[src/pimc_map.vh]
`ifndef PIMC_MAP_VH
`define PIMC_MAP_VH
// ----------------------------------------
// Register offsets
// ----------------------------------------
`define PIMC_A_CTRL0     8'h00
`define PIMC_A_EXTCTL    8'h04
`define PIMC_A_VTBASE    8'h08
`define PIMC_A_RESETPC   8'h0C
`define PIMC_A_QLEAF     8'h10
`define PIMC_A_QDATA     8'h14
`define PIMC_A_QCOUNT    8'h18
`define PIMC_A_MREGIDX   8'h1C
`define PIMC_A_MREGDAT   8'h20
`define PIMC_A_ACCADR    8'h24
`define PIMC_A_ACCTYPE   8'h28
`define PIMC_A_NMIDONE   8'h2C
`define PIMC_A_SIMDCHK   8'h30
`define PIMC_A_IRQSTAT   8'h34
`define PIMC_A_IRQCLR    8'h38
`define PIMC_A_IRQEN     8'h3C
// ----------------------------------------
// Fields and values
// ----------------------------------------
`define PIMC_PE_BIT      0
`define PIMC_OSSAVE_BIT  9
`define PIMC_OSFAULT_BIT 10
`define PIMC_F_EXT1      25
`define PIMC_F_EXT2      26
`define PIMC_F_EXT3      0
`define PIMC_F_SAVE      24
`define PIMC_F_FLUSH     19
`define PIMC_RESET_PC    32'h0FFF_FFF0
`define PIMC_VT_RST      32'h0000_0000
`define PIMC_LEAF_FEAT   32'h0000_0001
`define PIMC_REAL_MASK   32'h000F_FFFF
`define PIMC_TYPE_UC     3'h0
`define PIMC_NRANGE      4
`define PIMC_IDX_W       3
`define PIMC_RNG_VALID   11
`define PIMC_CHK_FAULT   0
`define PIMC_CHK_INSTR   1
// Interrupt status bits
`define PIMC_I_NMI       0
`define PIMC_I_PROT      1
`define PIMC_I_SIMDF     2
`define PIMC_I_SIMDUD    3
`define PIMC_NIRQ        4
`endif

[src/pimc_range.v]
`include "pimc_map.vh"
// One memory range entry: base, mask, type
module pimc_range (
  input  wire        clk_sys_i,
  input  wire        nrst_i,
  input  wire        wr_base_i,
  input  wire        wr_mask_i,
  input  wire [31:0] wdata_i,
  input  wire [31:0] addr_i,
  output wire        hit_o,
  output wire [2:0]  type_o,
  output wire [31:0] base_o,
  output wire [31:0] mask_o
);
  reg [31:0] base_q;
  reg [31:0] mask_q;

  // ----------------------------------------
  // Range storage
  // ----------------------------------------
  always @(posedge clk_sys_i or negedge nrst_i) begin
    if (!nrst_i) begin
      base_q <= 32'h0000_0000;
      mask_q <= 32'h0000_0000;
    end else begin
      if (wr_base_i) base_q <= wdata_i;
      if (wr_mask_i) mask_q <= wdata_i;
    end
  end

  // Base bits [2:0] hold the type; mask bit 11 is valid
  assign type_o = base_q[2:0];
  assign hit_o  = mask_q[`PIMC_RNG_VALID] && ((addr_i & {mask_q[31:12], 12'h000}) ==
                  (base_q & {mask_q[31:12], 12'h000}));
  assign base_o = base_q;
  assign mask_o = mask_q;
endmodule // pimc_range

[src/pimc_core.v]
// The address-and-strobe port and the register addresses are this design's own decisions.
`include "pimc_map.vh"
// Initialisation and mode control of the core
module pimc_core (
  input  wire        clk_sys_i,
  input  wire        nrst_i,
  input  wire [7:0]  addr_i,
  input  wire [31:0] wdata_i,
  input  wire        wr_i,
  input  wire        rd_i,
  output reg  [31:0] rdata_o,
  input  wire        nmi_i,
  output wire        prot_mode_o,
  output reg  [31:0] fetch_addr_o,
  output wire [31:0] vt_base_o,
  output wire        simd_exec_en_o,
  output wire        simd_fault_en_o,
  output wire        nmi_take_o,
  output wire        irq_o
);
  // ----------------------------------------
  // Control state
  // ----------------------------------------
  reg  [31:0] ctrl0_q;
  reg  [31:0] ext_q;
  reg  [31:0] vt_q;
  reg  [31:0] leaf_q;
  reg  [31:0] qdata_q;
  reg  [31:0] qcount_q;
  reg  [2:0]  midx_q;
  reg  [31:0] acc_q;
  reg         nmi_busy_q;
  reg         nmi_s1_q;
  reg         nmi_s2_q;
  reg         nmi_s3_q;
  reg  [3:0]  stat_q;
  reg  [3:0]  en_q;
  reg  [3:0]  ev;
  reg  [31:0] mdat;
  reg  [2:0]  acc_type;
  reg         hit_any;
  wire [31:0] acc_eff;
  wire [31:0] feat_data;
  wire [31:0] feat_count;
  wire        nmi_edge;
  wire        prot_set;
  wire        wr_ctrl0;
  wire        wr_extctl;
  wire        wr_vtbase;
  wire        wr_resetpc;
  wire        wr_qleaf;
  wire        wr_midx;
  wire        wr_mdat;
  wire        wr_accadr;
  wire        wr_nmidone;
  wire        wr_simdchk;
  wire        wr_irqclr;
  wire        wr_irqen;
  wire [2*`PIMC_NRANGE-1:0] wr_rng;
  wire [`PIMC_NRANGE-1:0]   hit;
  wire [3*`PIMC_NRANGE-1:0] rtype;
  wire [32*`PIMC_NRANGE-1:0] rbase;
  wire [32*`PIMC_NRANGE-1:0] rmask;
  integer i;
  integer j;

  // ----------------------------------------
  // Address decode of the register port
  // ----------------------------------------
  assign wr_ctrl0   = wr_i && (addr_i == `PIMC_A_CTRL0);
  assign wr_extctl  = wr_i && (addr_i == `PIMC_A_EXTCTL);
  assign wr_vtbase  = wr_i && (addr_i == `PIMC_A_VTBASE);
  assign wr_resetpc = wr_i && (addr_i == `PIMC_A_RESETPC);
  assign wr_qleaf   = wr_i && (addr_i == `PIMC_A_QLEAF);
  assign wr_midx    = wr_i && (addr_i == `PIMC_A_MREGIDX);
  assign wr_mdat    = wr_i && (addr_i == `PIMC_A_MREGDAT);
  assign wr_accadr  = wr_i && (addr_i == `PIMC_A_ACCADR);
  assign wr_nmidone = wr_i && (addr_i == `PIMC_A_NMIDONE);
  assign wr_simdchk = wr_i && (addr_i == `PIMC_A_SIMDCHK);
  assign wr_irqclr  = wr_i && (addr_i == `PIMC_A_IRQCLR);
  assign wr_irqen   = wr_i && (addr_i == `PIMC_A_IRQEN);

  // ----------------------------------------
  // Mode and status outputs
  // ----------------------------------------
  assign prot_mode_o     = ctrl0_q[`PIMC_PE_BIT];
  assign vt_base_o       = vt_q;
  assign simd_exec_en_o  = ext_q[`PIMC_OSSAVE_BIT];
  assign simd_fault_en_o = ext_q[`PIMC_OSFAULT_BIT];
  assign prot_set        = wr_ctrl0 && wdata_i[`PIMC_PE_BIT] && !ctrl0_q[`PIMC_PE_BIT];
  // Real mode truncates the access address to its low 20 bits
  assign acc_eff = prot_mode_o ? acc_q : (acc_q & `PIMC_REAL_MASK);

  // Feature words returned for the feature leaf
  assign feat_data  = (32'h0000_0001 << `PIMC_F_EXT1) |
                      (32'h0000_0001 << `PIMC_F_EXT2) |
                      (32'h0000_0001 << `PIMC_F_SAVE) |
                      (32'h0000_0001 << `PIMC_F_FLUSH);
  assign feat_count = 32'h0000_0001 << `PIMC_F_EXT3;

  // ----------------------------------------
  // Pin synchroniser for the request pin
  // ----------------------------------------
  always @(posedge clk_sys_i or negedge nrst_i) begin
    if (!nrst_i) begin
      nmi_s1_q <= 1'b0;
      nmi_s2_q <= 1'b0;
      nmi_s3_q <= 1'b0;
    end else begin
      nmi_s1_q <= nmi_i;
      nmi_s2_q <= nmi_s1_q;
      nmi_s3_q <= nmi_s2_q;
    end
  end
  // Rising edge of the synchronised pin; third flop holds the old level
  assign nmi_edge   = nmi_s2_q && !nmi_s3_q;
  // Taken with no mask, unless one is in service; any gating is board side
  assign nmi_take_o = nmi_edge && !nmi_busy_q;

  // ----------------------------------------
  // Range entries
  // ----------------------------------------
  genvar g;
  generate
    for (g = 0; g < `PIMC_NRANGE; g = g + 1) begin : g_rng
      pimc_range u_rng (
        .clk_sys_i (clk_sys_i),
        .nrst_i    (nrst_i),
        .wr_base_i (wr_rng[2*g]),
        .wr_mask_i (wr_rng[2*g+1]),
        .wdata_i   (wdata_i),
        .addr_i    (acc_eff),
        .hit_o     (hit[g]),
        .type_o    (rtype[3*g+2:3*g]),
        .base_o    (rbase[32*g+31:32*g]),
        .mask_o    (rmask[32*g+31:32*g])
      );
      assign wr_rng[2*g]   = wr_i && (addr_i == `PIMC_A_MREGDAT) &&
                             (midx_q == (2*g));
      assign wr_rng[2*g+1] = wr_i && (addr_i == `PIMC_A_MREGDAT) &&
                             (midx_q == (2*g+1));
    end
  endgenerate

  // Type of the current access; lowest hit wins, none means uncached
  always @* begin
    acc_type = `PIMC_TYPE_UC;
    hit_any  = 1'b0;
    for (i = `PIMC_NRANGE - 1; i >= 0; i = i - 1) begin
      if (hit[i]) begin
        acc_type = rtype[3*i +: 3];
        hit_any  = 1'b1;
      end
    end
  end

  // Model register read mux
  always @* begin
    mdat = 32'h0000_0000;
    for (j = 0; j < `PIMC_NRANGE; j = j + 1) begin
      if (midx_q == 2*j) mdat = rbase[32*j +: 32];
      if (midx_q == 2*j + 1) mdat = rmask[32*j +: 32];
    end
  end

  // ----------------------------------------
  // Control words
  // ----------------------------------------
  // Protection enable clear after reset keeps real mode
  always @(posedge clk_sys_i or negedge nrst_i) begin
    if (!nrst_i) begin
      ctrl0_q <= 32'h0000_0000;
      ext_q   <= 32'h0000_0000;
    end else begin
      if (wr_ctrl0) ctrl0_q <= wdata_i;
      if (wr_extctl) ext_q <= wdata_i;
    end
  end

  // Vector table base and fetch address
  always @(posedge clk_sys_i or negedge nrst_i) begin
    if (!nrst_i) begin
      vt_q         <= `PIMC_VT_RST;
      fetch_addr_o <= `PIMC_RESET_PC;
    end else begin
      if (wr_vtbase) vt_q <= wdata_i;
      if (wr_resetpc) fetch_addr_o <= wdata_i;
    end
  end

  // ----------------------------------------
  // Feature query
  // ----------------------------------------
  // Query runs on a leaf write; other leaves return zeros
  always @(posedge clk_sys_i or negedge nrst_i) begin
    if (!nrst_i) begin
      leaf_q   <= 32'h0000_0000;
      qdata_q  <= 32'h0000_0000;
      qcount_q <= 32'h0000_0000;
    end else if (wr_qleaf) begin
      leaf_q <= wdata_i;
      if (wdata_i == `PIMC_LEAF_FEAT) begin
        qdata_q  <= feat_data;
        qcount_q <= feat_count;
      end else begin
        qdata_q  <= 32'h0000_0000;
        qcount_q <= 32'h0000_0000;
      end
    end
  end

  // ----------------------------------------
  // Model register index, access address, service flag
  // ----------------------------------------
  // Index selects a range word; access address feeds the lookup
  always @(posedge clk_sys_i or negedge nrst_i) begin
    if (!nrst_i) begin
      midx_q <= 3'h0;
      acc_q  <= 32'h0000_0000;
    end else begin
      if (wr_midx) midx_q <= wdata_i[`PIMC_IDX_W-1:0];
      if (wr_accadr) acc_q <= wdata_i;
    end
  end

  // In service from take until handler signals done; take wins
  always @(posedge clk_sys_i or negedge nrst_i) begin
    if (!nrst_i) begin
      nmi_busy_q <= 1'b0;
    end else if (nmi_take_o) begin
      nmi_busy_q <= 1'b1;
    end else if (wr_nmidone) begin
      nmi_busy_q <= 1'b0;
    end
  end

  // ----------------------------------------
  // Events and interrupt
  // ----------------------------------------
  // Event pulses for the sticky status
  always @* begin
    ev = 4'h0;
    ev[`PIMC_I_NMI]  = nmi_take_o;
    ev[`PIMC_I_PROT] = prot_set;
    // SIMD check: one bit reports a fault, the other an instruction
    ev[`PIMC_I_SIMDF]  = wr_simdchk && wdata_i[`PIMC_CHK_FAULT] &&
                         ext_q[`PIMC_OSFAULT_BIT];
    ev[`PIMC_I_SIMDUD] = wr_simdchk && wdata_i[`PIMC_CHK_INSTR] &&
                         !ext_q[`PIMC_OSSAVE_BIT];
  end

  // Sticky status; set wins over clear
  always @(posedge clk_sys_i or negedge nrst_i) begin
    if (!nrst_i) begin
      stat_q <= 4'h0;
    end else if (wr_irqclr) begin
      stat_q <= (stat_q & ~wdata_i[3:0]) | ev;
    end else begin
      stat_q <= stat_q | ev;
    end
  end

  // Enable mask for the level output
  always @(posedge clk_sys_i or negedge nrst_i) begin
    if (!nrst_i) begin
      en_q <= 4'h0;
    end else if (wr_irqen) begin
      en_q <= wdata_i[3:0];
    end
  end

  // Level output while an enabled status bit is set
  assign irq_o = |(stat_q & en_q);

  // ----------------------------------------
  // Read port, data one cycle after strobe
  // ----------------------------------------
  always @(posedge clk_sys_i or negedge nrst_i) begin
    if (!nrst_i) begin
      rdata_o <= 32'h0000_0000;
    end else if (rd_i) begin
      case (addr_i)
        `PIMC_A_CTRL0:   rdata_o <= ctrl0_q;
        `PIMC_A_EXTCTL:  rdata_o <= ext_q;
        `PIMC_A_VTBASE:  rdata_o <= vt_q;
        `PIMC_A_RESETPC: rdata_o <= fetch_addr_o;
        `PIMC_A_QLEAF:   rdata_o <= leaf_q;
        `PIMC_A_QDATA:   rdata_o <= qdata_q;
        `PIMC_A_QCOUNT:  rdata_o <= qcount_q;
        `PIMC_A_MREGIDX: rdata_o <= {29'h0, midx_q};
        `PIMC_A_MREGDAT: rdata_o <= mdat;
        `PIMC_A_ACCADR:  rdata_o <= acc_eff;
        `PIMC_A_ACCTYPE: rdata_o <= {27'h0, hit_any, nmi_busy_q, acc_type};
        `PIMC_A_IRQSTAT: rdata_o <= {28'h000_0000, stat_q};
        `PIMC_A_IRQEN:   rdata_o <= {28'h000_0000, en_q};
        default:         rdata_o <= 32'h0000_0000;
      endcase
    end else begin
      rdata_o <= 32'h0000_0000;
    end
  end
endmodule // pimc_core

[config.mk]
export PLATFORM = sky130hd
export DESIGN_NAME = pimc_core
export DESIGN_NICKNAME = d
export VERILOG_FILES = /design/src/pimc_range.v /design/src/pimc_core.v
export VERILOG_INCLUDE_DIRS = /design/src
export SDC_FILE = /design/constraint.sdc
export NUM_CORES = 1
export LEC_CHECK = 0
export ABC_AREA = 0
export BUFFER_PORTS_ARGS = -buffer_cell sky130_fd_sc_hd__buf_2
export CAP_MARGIN = 20
export CORE_MARGIN = 3
export CORE_UTILIZATION = 52
export DETAILED_ROUTE_END_ITERATION = 16
export PLACE_DENSITY_LB_ADDON = 0.05
export SKIP_CTS_REPAIR_TIMING = 1
export SYNTH_ARGS = -nofsm -noshare
export SYNTH_HDL_FRONTEND = slang
export SYNTH_SLANG_ARGS = --single-unit
[constraint.sdc]
create_clock -name clk_sys_i -period 3 [get_ports clk_sys_i]
set_input_delay 0.3 -clock clk_sys_i [delete_from_list [all_inputs] [get_ports clk_sys_i]]
set_output_delay 0.3 -clock clk_sys_i [all_outputs]
set_load 0.005 [all_outputs]
==> results of run 1 <==
## how the worst min path moves through the flow
stage / startpoint / to / cells after the start
2_1_floorplan: nrst_i / acc_q[0] / 0
6_report: wdata_i[2] / g_rng[1].u_rng.base_o[2] / 3
3_3_place_gp: nrst_i / g_rng[1].u_rng.mask_o[27] / 1
5_1_grt: rd_i / rdata_o[22] / 3
3_5_place_dp: nrst_i / g_rng[1].u_rng.mask_o[27] / 1
4_1_cts: nrst_i / g_rng[1].u_rng.mask_o[27] / 1
## state kept, by name, indices dropped and copies added (netlist names), 3 cells and up
| signal | flops |
|---|---|
| acc_q | 32 |
| ctrl0_q | 32 |
| en_q | 4 |
| ext_q | 32 |
| fetch_addr_o | 32 |
| g_rng.u_rng.base_o | 128 |
| g_rng.u_rng.mask_o | 128 |
| leaf_q | 32 |
| midx_q | 3 |
| rdata_o | 32 |
| stat_q | 4 |
| vt_base_o | 32 |
## where the power goes
group / internal [mW] / switching (mW) / leakage [nW] / total (mW)
Combinational: 0.324 / 0.478 / 5.34 / 0.802
Sequential: 6.86 / 0.135 / 6.77 / 7.00
Clock: 3.72 / 2.65 / 0.817 / 6.37
## routing by layer
metal | GRT usage [%] | up-vias | wire length, µm
li1 | - | 6549 | -
met1 | 43.25 | 8387 | 30640
met2 | 45.14 | 504 | 31400
met3 | 5.127 | 104 | 4479
met4 | 8.785 | 2 | 1781
met5 | 0 | - | 13
## area by class of cell
cell class	count	area (µm²)	share of cell area (%)
Clock inverter	6	58.81	0.2199
Multi-Input combinational cell	1030	10240	38.27
Clock buffer	93	1619	6.053
Inverter	11	41.29	0.1544
Sequential cell	496	12450	46.54
Timing Repair Buffer	226	1608	6.011
Tap cell	585	732.0	2.736
Antenna cell	1	2.502	0.009355
## cell families after synthesis
family	after synthesis
buf+inv	150
mux	545
compound gates	229
flops	496
simple gates	188
xor+xnor	68
## synthesized netlist by cell type, drive strengths merged (3+ instances only)
master	instances	area, µm²
a31oi	23	143.9
nand4b	9	78.83
nor4	8	50.05
mux4	56	1261
mux2	482	5540
dfstp	24	630.6
nand2b	8	50.05
and2	5	31.28
a2111oi	5	43.79
a32o	3	30.03
clkbuf	68	256.5
inv	11	41.29
and4	3	26.28
nor4b	3	41.29
nand2	87	329.1
a22oi	53	397.9
nor3	3	15.01
o21ai	30	150.1
mux2i	7	70.07
a21boi	5	37.54
or3	4	30.03
and3b	3	26.28
a22o	19	166.4
o211ai	5	37.54
nand3b	3	22.52
o31ai	6	45.04
nand3	5	25.02
buf	71	391.6
o2111ai	7	61.31
nor2	32	122.6
a222oi	12	120.1
o22ai	5	31.28
xnor2	28	245.2
a21oi	14	70.07
dfrtp	472	11810
xor2	40	350.3
a221oi	32	280.3
nand4	9	56.30
## worst reg2reg max path, cell delays in order (launching register included)
cell and delay (ns):
dfrtp_1 0.36, buf_4 0.26, and2_0 0.36, xor2_1 0.12
a222oi_1 0.48, nand4_1 0.35, or2_2 0.41, o21ai_0 0.22
o31ai_1 0.11
## through the flow
stage,util (%),power (mW)
3_5_place_dp,57.39,7.924
4_1_cts,61.23,14.29
3_3_place_gp,57.38,7.905
6_report,61.28,14.17
5_1_grt,61.28,14.69
2_1_floorplan,-,7.469
==> metrics, run 1 <==
Die Area=47,280 µm²; Worst Setup EP=rdata_o[2]; min cycle time layout=2.777 ns; Min Hold Slack=0.1277 ns; 1st-pass router iterations=5; Clock transition at path regs=0.06 ns; drt total wl=68,310 µm; slowest CP cell=a222oi_1; Worst-Margin Slew=0.9217 ns; Crit Path Class=reg2reg; Distinct cells, synth=61; Avg Cell Area, Syn=13.87 µm²; EDFF count, synth=0; Max Cap Violations=0; r2r setup slk=0.22 ns; largest family of logic cells by synthesized area=multiplexers; crit-path max cell delay=0.48 ns; Routability Congestion=0.8935; Critical Path Sink Type=flip-flop; DP Area=25,050 µm²; post-DP HPWL=44,290 µm; CP Launch Type=flip-flop; DRT iter0 DRCs=1,437; Slew HR=37.69%; clock sink total=496; post-synthesis sequential area ratio=53.52%; CTS H-tree depth=2; clk_skew=0.03283 ns; CP top delay family=simple AND/OR/NAND/NOR gates; site row count=76; Setup Viol. Count Final=0; Ys Warns=0; Core ar.=43,650 µm²; r2r worst-path depth=8; leakage power=12.93 nW; FMAX=360.1 MHz; Synth Flop Type=dfrtp_1; worst hold path type=in2reg; Die H=217.4 µm; cts bufs inserted=53; initial antenna violation count=1; root buf cell=clkbuf_16; run status=complete, no violations; fin area=26,750 µm²; asr flop ratio synth=100.0%; Top Ports=146; fillcell total=3,379; CP arrival=3.25 ns; Post-Syn Nets=1,721; Synth-to-Final Area Change=15.07%; Setup TNS Final=0 ns; R2R Path Start=ctrl0_q[0]; P per Cell Area=529.7 nW/µm²; final cell count without fillers=2,448; fin nets=1,863; Critical Path Source=ctrl0_q[0]; Hold Vio Cnt, Final=0; adder-cell share of the synthesized area=0%; WP depth=8; fin. max-slew vios=0; vias in the first global route=16,250; R2R Path End=rdata_o[2]; Req. time, crit path=3.48 ns; commonest non-fill, non-tap cell in the layout=dfrtp_1; first-pass GRT wire length=104,400 µm; #FFs+latches synth=496; wire per inst=27.90 µm; Skew-Pair Late Insertion Delay=0.60 ns; Port Buf Inserts=145; fraction of layout cells with a size suffix above 1=47.48%; CP Cell Sequence=buf_4, and2_0, xor2_1, a222oi_1, nand4_1, or2_2, o21ai_0, o31ai_1; setup slack at placement=0.3112 ns; GRT overflow=0; placed insts=2,346; routed via count=15,550; Compound-Gate Fraction of Synth Area=7.325%; Synth Area in Simple Gates=4.064%; part of the cycle the worst path needs=92.58%; Netlist Area Pre-Place=23,250 µm²; setup slack after layout=0.2227 ns; largest net degree at the start of global routing=75; TritonCTS clock tree=yes; starting density of the core=53.26%; Max Buffers Root-to-Sink=3; Crit path buffers/inverters=1; xor/xnor share of the synthesized area=2.562%; die width=217.4 µm; Antenna Violating Nets Remaining=0; commonest cells after routing, fill and taps aside=dfrtp_1 (470), mux2_2 (450), buf_2 (144); peak supply drop=511.2 µV; RSZ-0062 raised after global routing=false; Critical Path Fanout Max=17; Post-Synthesis Cells=1,676; post-synthesis mux area share=29.56%; drt drc=0; DR vias/cell=6.350; GRT Util Overall=29.39%
Note: power is estimated with default switching activity, not from simulation.
==> run 2: changes to the inputs <==
Settings changed: CORE_MARGIN 3 to not set, SKIP_LAST_GASP set to 1.
==> run 2 against run 1 <==
Against the previous run:
- die area down 3.6%
- sequential power about the same
- final cell count down 0.33%
- largest cell class unchanged
- non-clock buffer count down 15
- design area about the same
- largest power group unchanged
- clock-buffer cell count down 17
- first-iteration DRC count down 3.2%
- register-to-register slack worse by 0.07 ns
- power up 3.9%
- critical path depth up 1
- core utilization down 0.67 points
- clock power up 8.9%
==> metrics, run 2 (synthesis gave the netlist of run 1 again) <==
root buf cell=clkbuf_16; FMAX=351.4 MHz (-2.4%); DR vias/cell=6.287 (-1.0%); Synth-to-Final Area Change=15.05% (about the same); drt drc=0 (unchanged); leakage power=12.94 nW (+0.11%); RSZ-0062 raised after global routing=false; Core ar.=44,120 µm² (+1.1%); Die Area=45,550 µm² (-3.6%); CP Launch Type=flip-flop; Clock transition at path regs=0.06 ns (about the same); Req. time, crit path=3.50 ns (+0.02 ns); Critical Path Source=ctrl0_q[0]; crit-path max cell delay=0.52 ns (+0.04 ns); Crit path buffers/inverters=2 (+1); Setup Viol. Count Final=0 (unchanged); part of the cycle the worst path needs=94.85% (+2.3 points); fillcell total=3,617 (+7.0%); Crit Path Class=reg2reg; Port Buf Inserts=145 (unchanged); Ant. Diodes=0 (-1); Skew-Pair Late Insertion Delay=0.61 ns (about the same); commonest cells after routing, fill and taps aside=dfrtp_1 (470), mux2_2 (450), buf_2 (144); routed via count=15,340 (-1.3%); starting density of the core=52.68% (-0.58 points); wire per inst=28.13 µm (+0.82%); cts bufs inserted=54 (+1.9%); fraction of layout cells with a size suffix above 1=48.16% (+0.68 points); vias in the first global route=15,660 (-3.6%); Hold Vio Cnt, Final=0 (unchanged); Max Cap Violations=0 (unchanged); Antenna Violating Nets Remaining=0 (unchanged); Slew HR=34.25% (-3.4 points); DR top layer=met5; 1st-pass router iterations=6 (+1); worst hold path type=in2reg; post-DP HPWL=44,990 µm (+1.6%); CTS H-tree depth=2 (unchanged); first-pass GRT wire length=103,100 µm (-1.2%); power consumption=14.73 mW (+3.9%); Setup TNS Final=0 ns (unchanged); Critical Path Sink Type=flip-flop; WL met3=4513 µm (+0.76%); GRT Util Overall=31.09% (+1.7 points); clock sink total=496 (unchanged); worst min-delay path startpoint=wdata_i[9]; Worst-Margin Slew=0.9613 ns (+0.03968 ns); initial antenna violation count=4 (+3); fin nets=1,849 (-0.75%); site row count=77 (+1.3%); Critical Path Fanout Max=26 (+9); CP arrival=3.34 ns (+0.09 ns); drt total wl=68,650 µm (+0.49%); R2R Path Start=ctrl0_q[0]; largest net degree at the start of global routing=107 (+43%); commonest non-fill, non-tap cell in the layout=dfrtp_1; GRT overflow=0 (unchanged); metal1 wirelength=30,910 µm (+0.89%); CP Cell Sequence=buf_12, nand2_1, xnor2_1, a2111oi_0, buf_4, nand4_1, a2bb2o_1, a221oi_1, o31ai_1; Max Buffers Root-to-Sink=3 (unchanged); Die H=213.4 µm (-1.8%); CP top delay family=compound AO/OA/AOI/OAI gates; Top Ports=146 (unchanged); run status=complete, no violations; fin. max-slew vios=0 (unchanged); die width=213.4 µm (-1.8%); min cycle time layout=2.846 ns (+0.06825 ns); routed wl met2=31,400 µm (about the same); P per Cell Area=550.6 nW/µm² (+3.9%); TritonCTS clock tree=yes; DRT iter0 DRCs=1,391 (-3.2%); peak supply drop=701.8 µV (+37%); clk_skew=0.01613 ns (-0.01670 ns); Routability Congestion=0.8715 (-2.5%); slowest CP cell=a2111oi_0
run 2: cell types whose count changed in the layout (fill, tap and decap cells not counted), moves of 3 or more:
cell,change
clkinv_2,+10
clkbuf_8,+3
clkbuf_1,-19
buf_12,-6
bufinv_16,+5
buf_4,-8
run 2: worst paths after layout:
path                                                 end  slack (ns)  cells past startpoint
worst max-delay path                          rdata_o[0]        0.15                      9
worst min-delay path            g_rng[3].u_rng.mask_o[9]        0.12                      2
worst max register to register                rdata_o[0]        0.15                      9
worst min register to register                  nmi_s2_q        0.35                      0
max in group asynchronous                     ctrl0_q[8]        1.81                      3
min in group asynchronous                     leaf_q[26]        0.21                      2
run 2: power by group:
| group | internal (mW) | total [mW] | leakage (nW) | switching [mW] |
|---|---|---|---|---|
| Clock | 4.14 | 6.94 | 0.925 | 2.80 |
| Sequential | 6.86 | 7.00 | 6.77 | 0.133 |
| Combinational | 0.315 | 0.789 | 5.24 | 0.475 |
run 2: layout make-up:
cell class,count,area [µm²],area share [%]
Sequential cell,496,12450,46.54
Multi-Input combinational cell,1030,10240,38.27
Clock buffer,76,1564,5.848
Timing Repair Buffer,211,1424,5.324
Tap cell,592,740.7,2.770
Clock inverter,24,291.5,1.090
Inverter,11,41.29,0.1544
run 2: per-stage QoR:
stage	util, %	setup slack (ns)	cell area, µm²	instances	hold slack [ns]
3_3_place_gp	56.36	0.3873	24870	2338	0.2535
3_5_place_dp	56.36	0.2402	24870	2338	0.2515
2_1_floorplan	-	0.8488	23250	1676	0.004409
6_report	60.61	0.1544	26740	2440	0.1245
5_1_grt	60.61	0.0008027	26740	2440	0.1336
4_1_cts	60.57	0.2285	26720	2438	-0.3838
run 2: per-layer routing:
metal,global-route usage [%],vias up
met2,47.16,543
met5,0,-
met4,9.015,4
met1,45.99,8170
li1,-,6509
met3,5.287,115
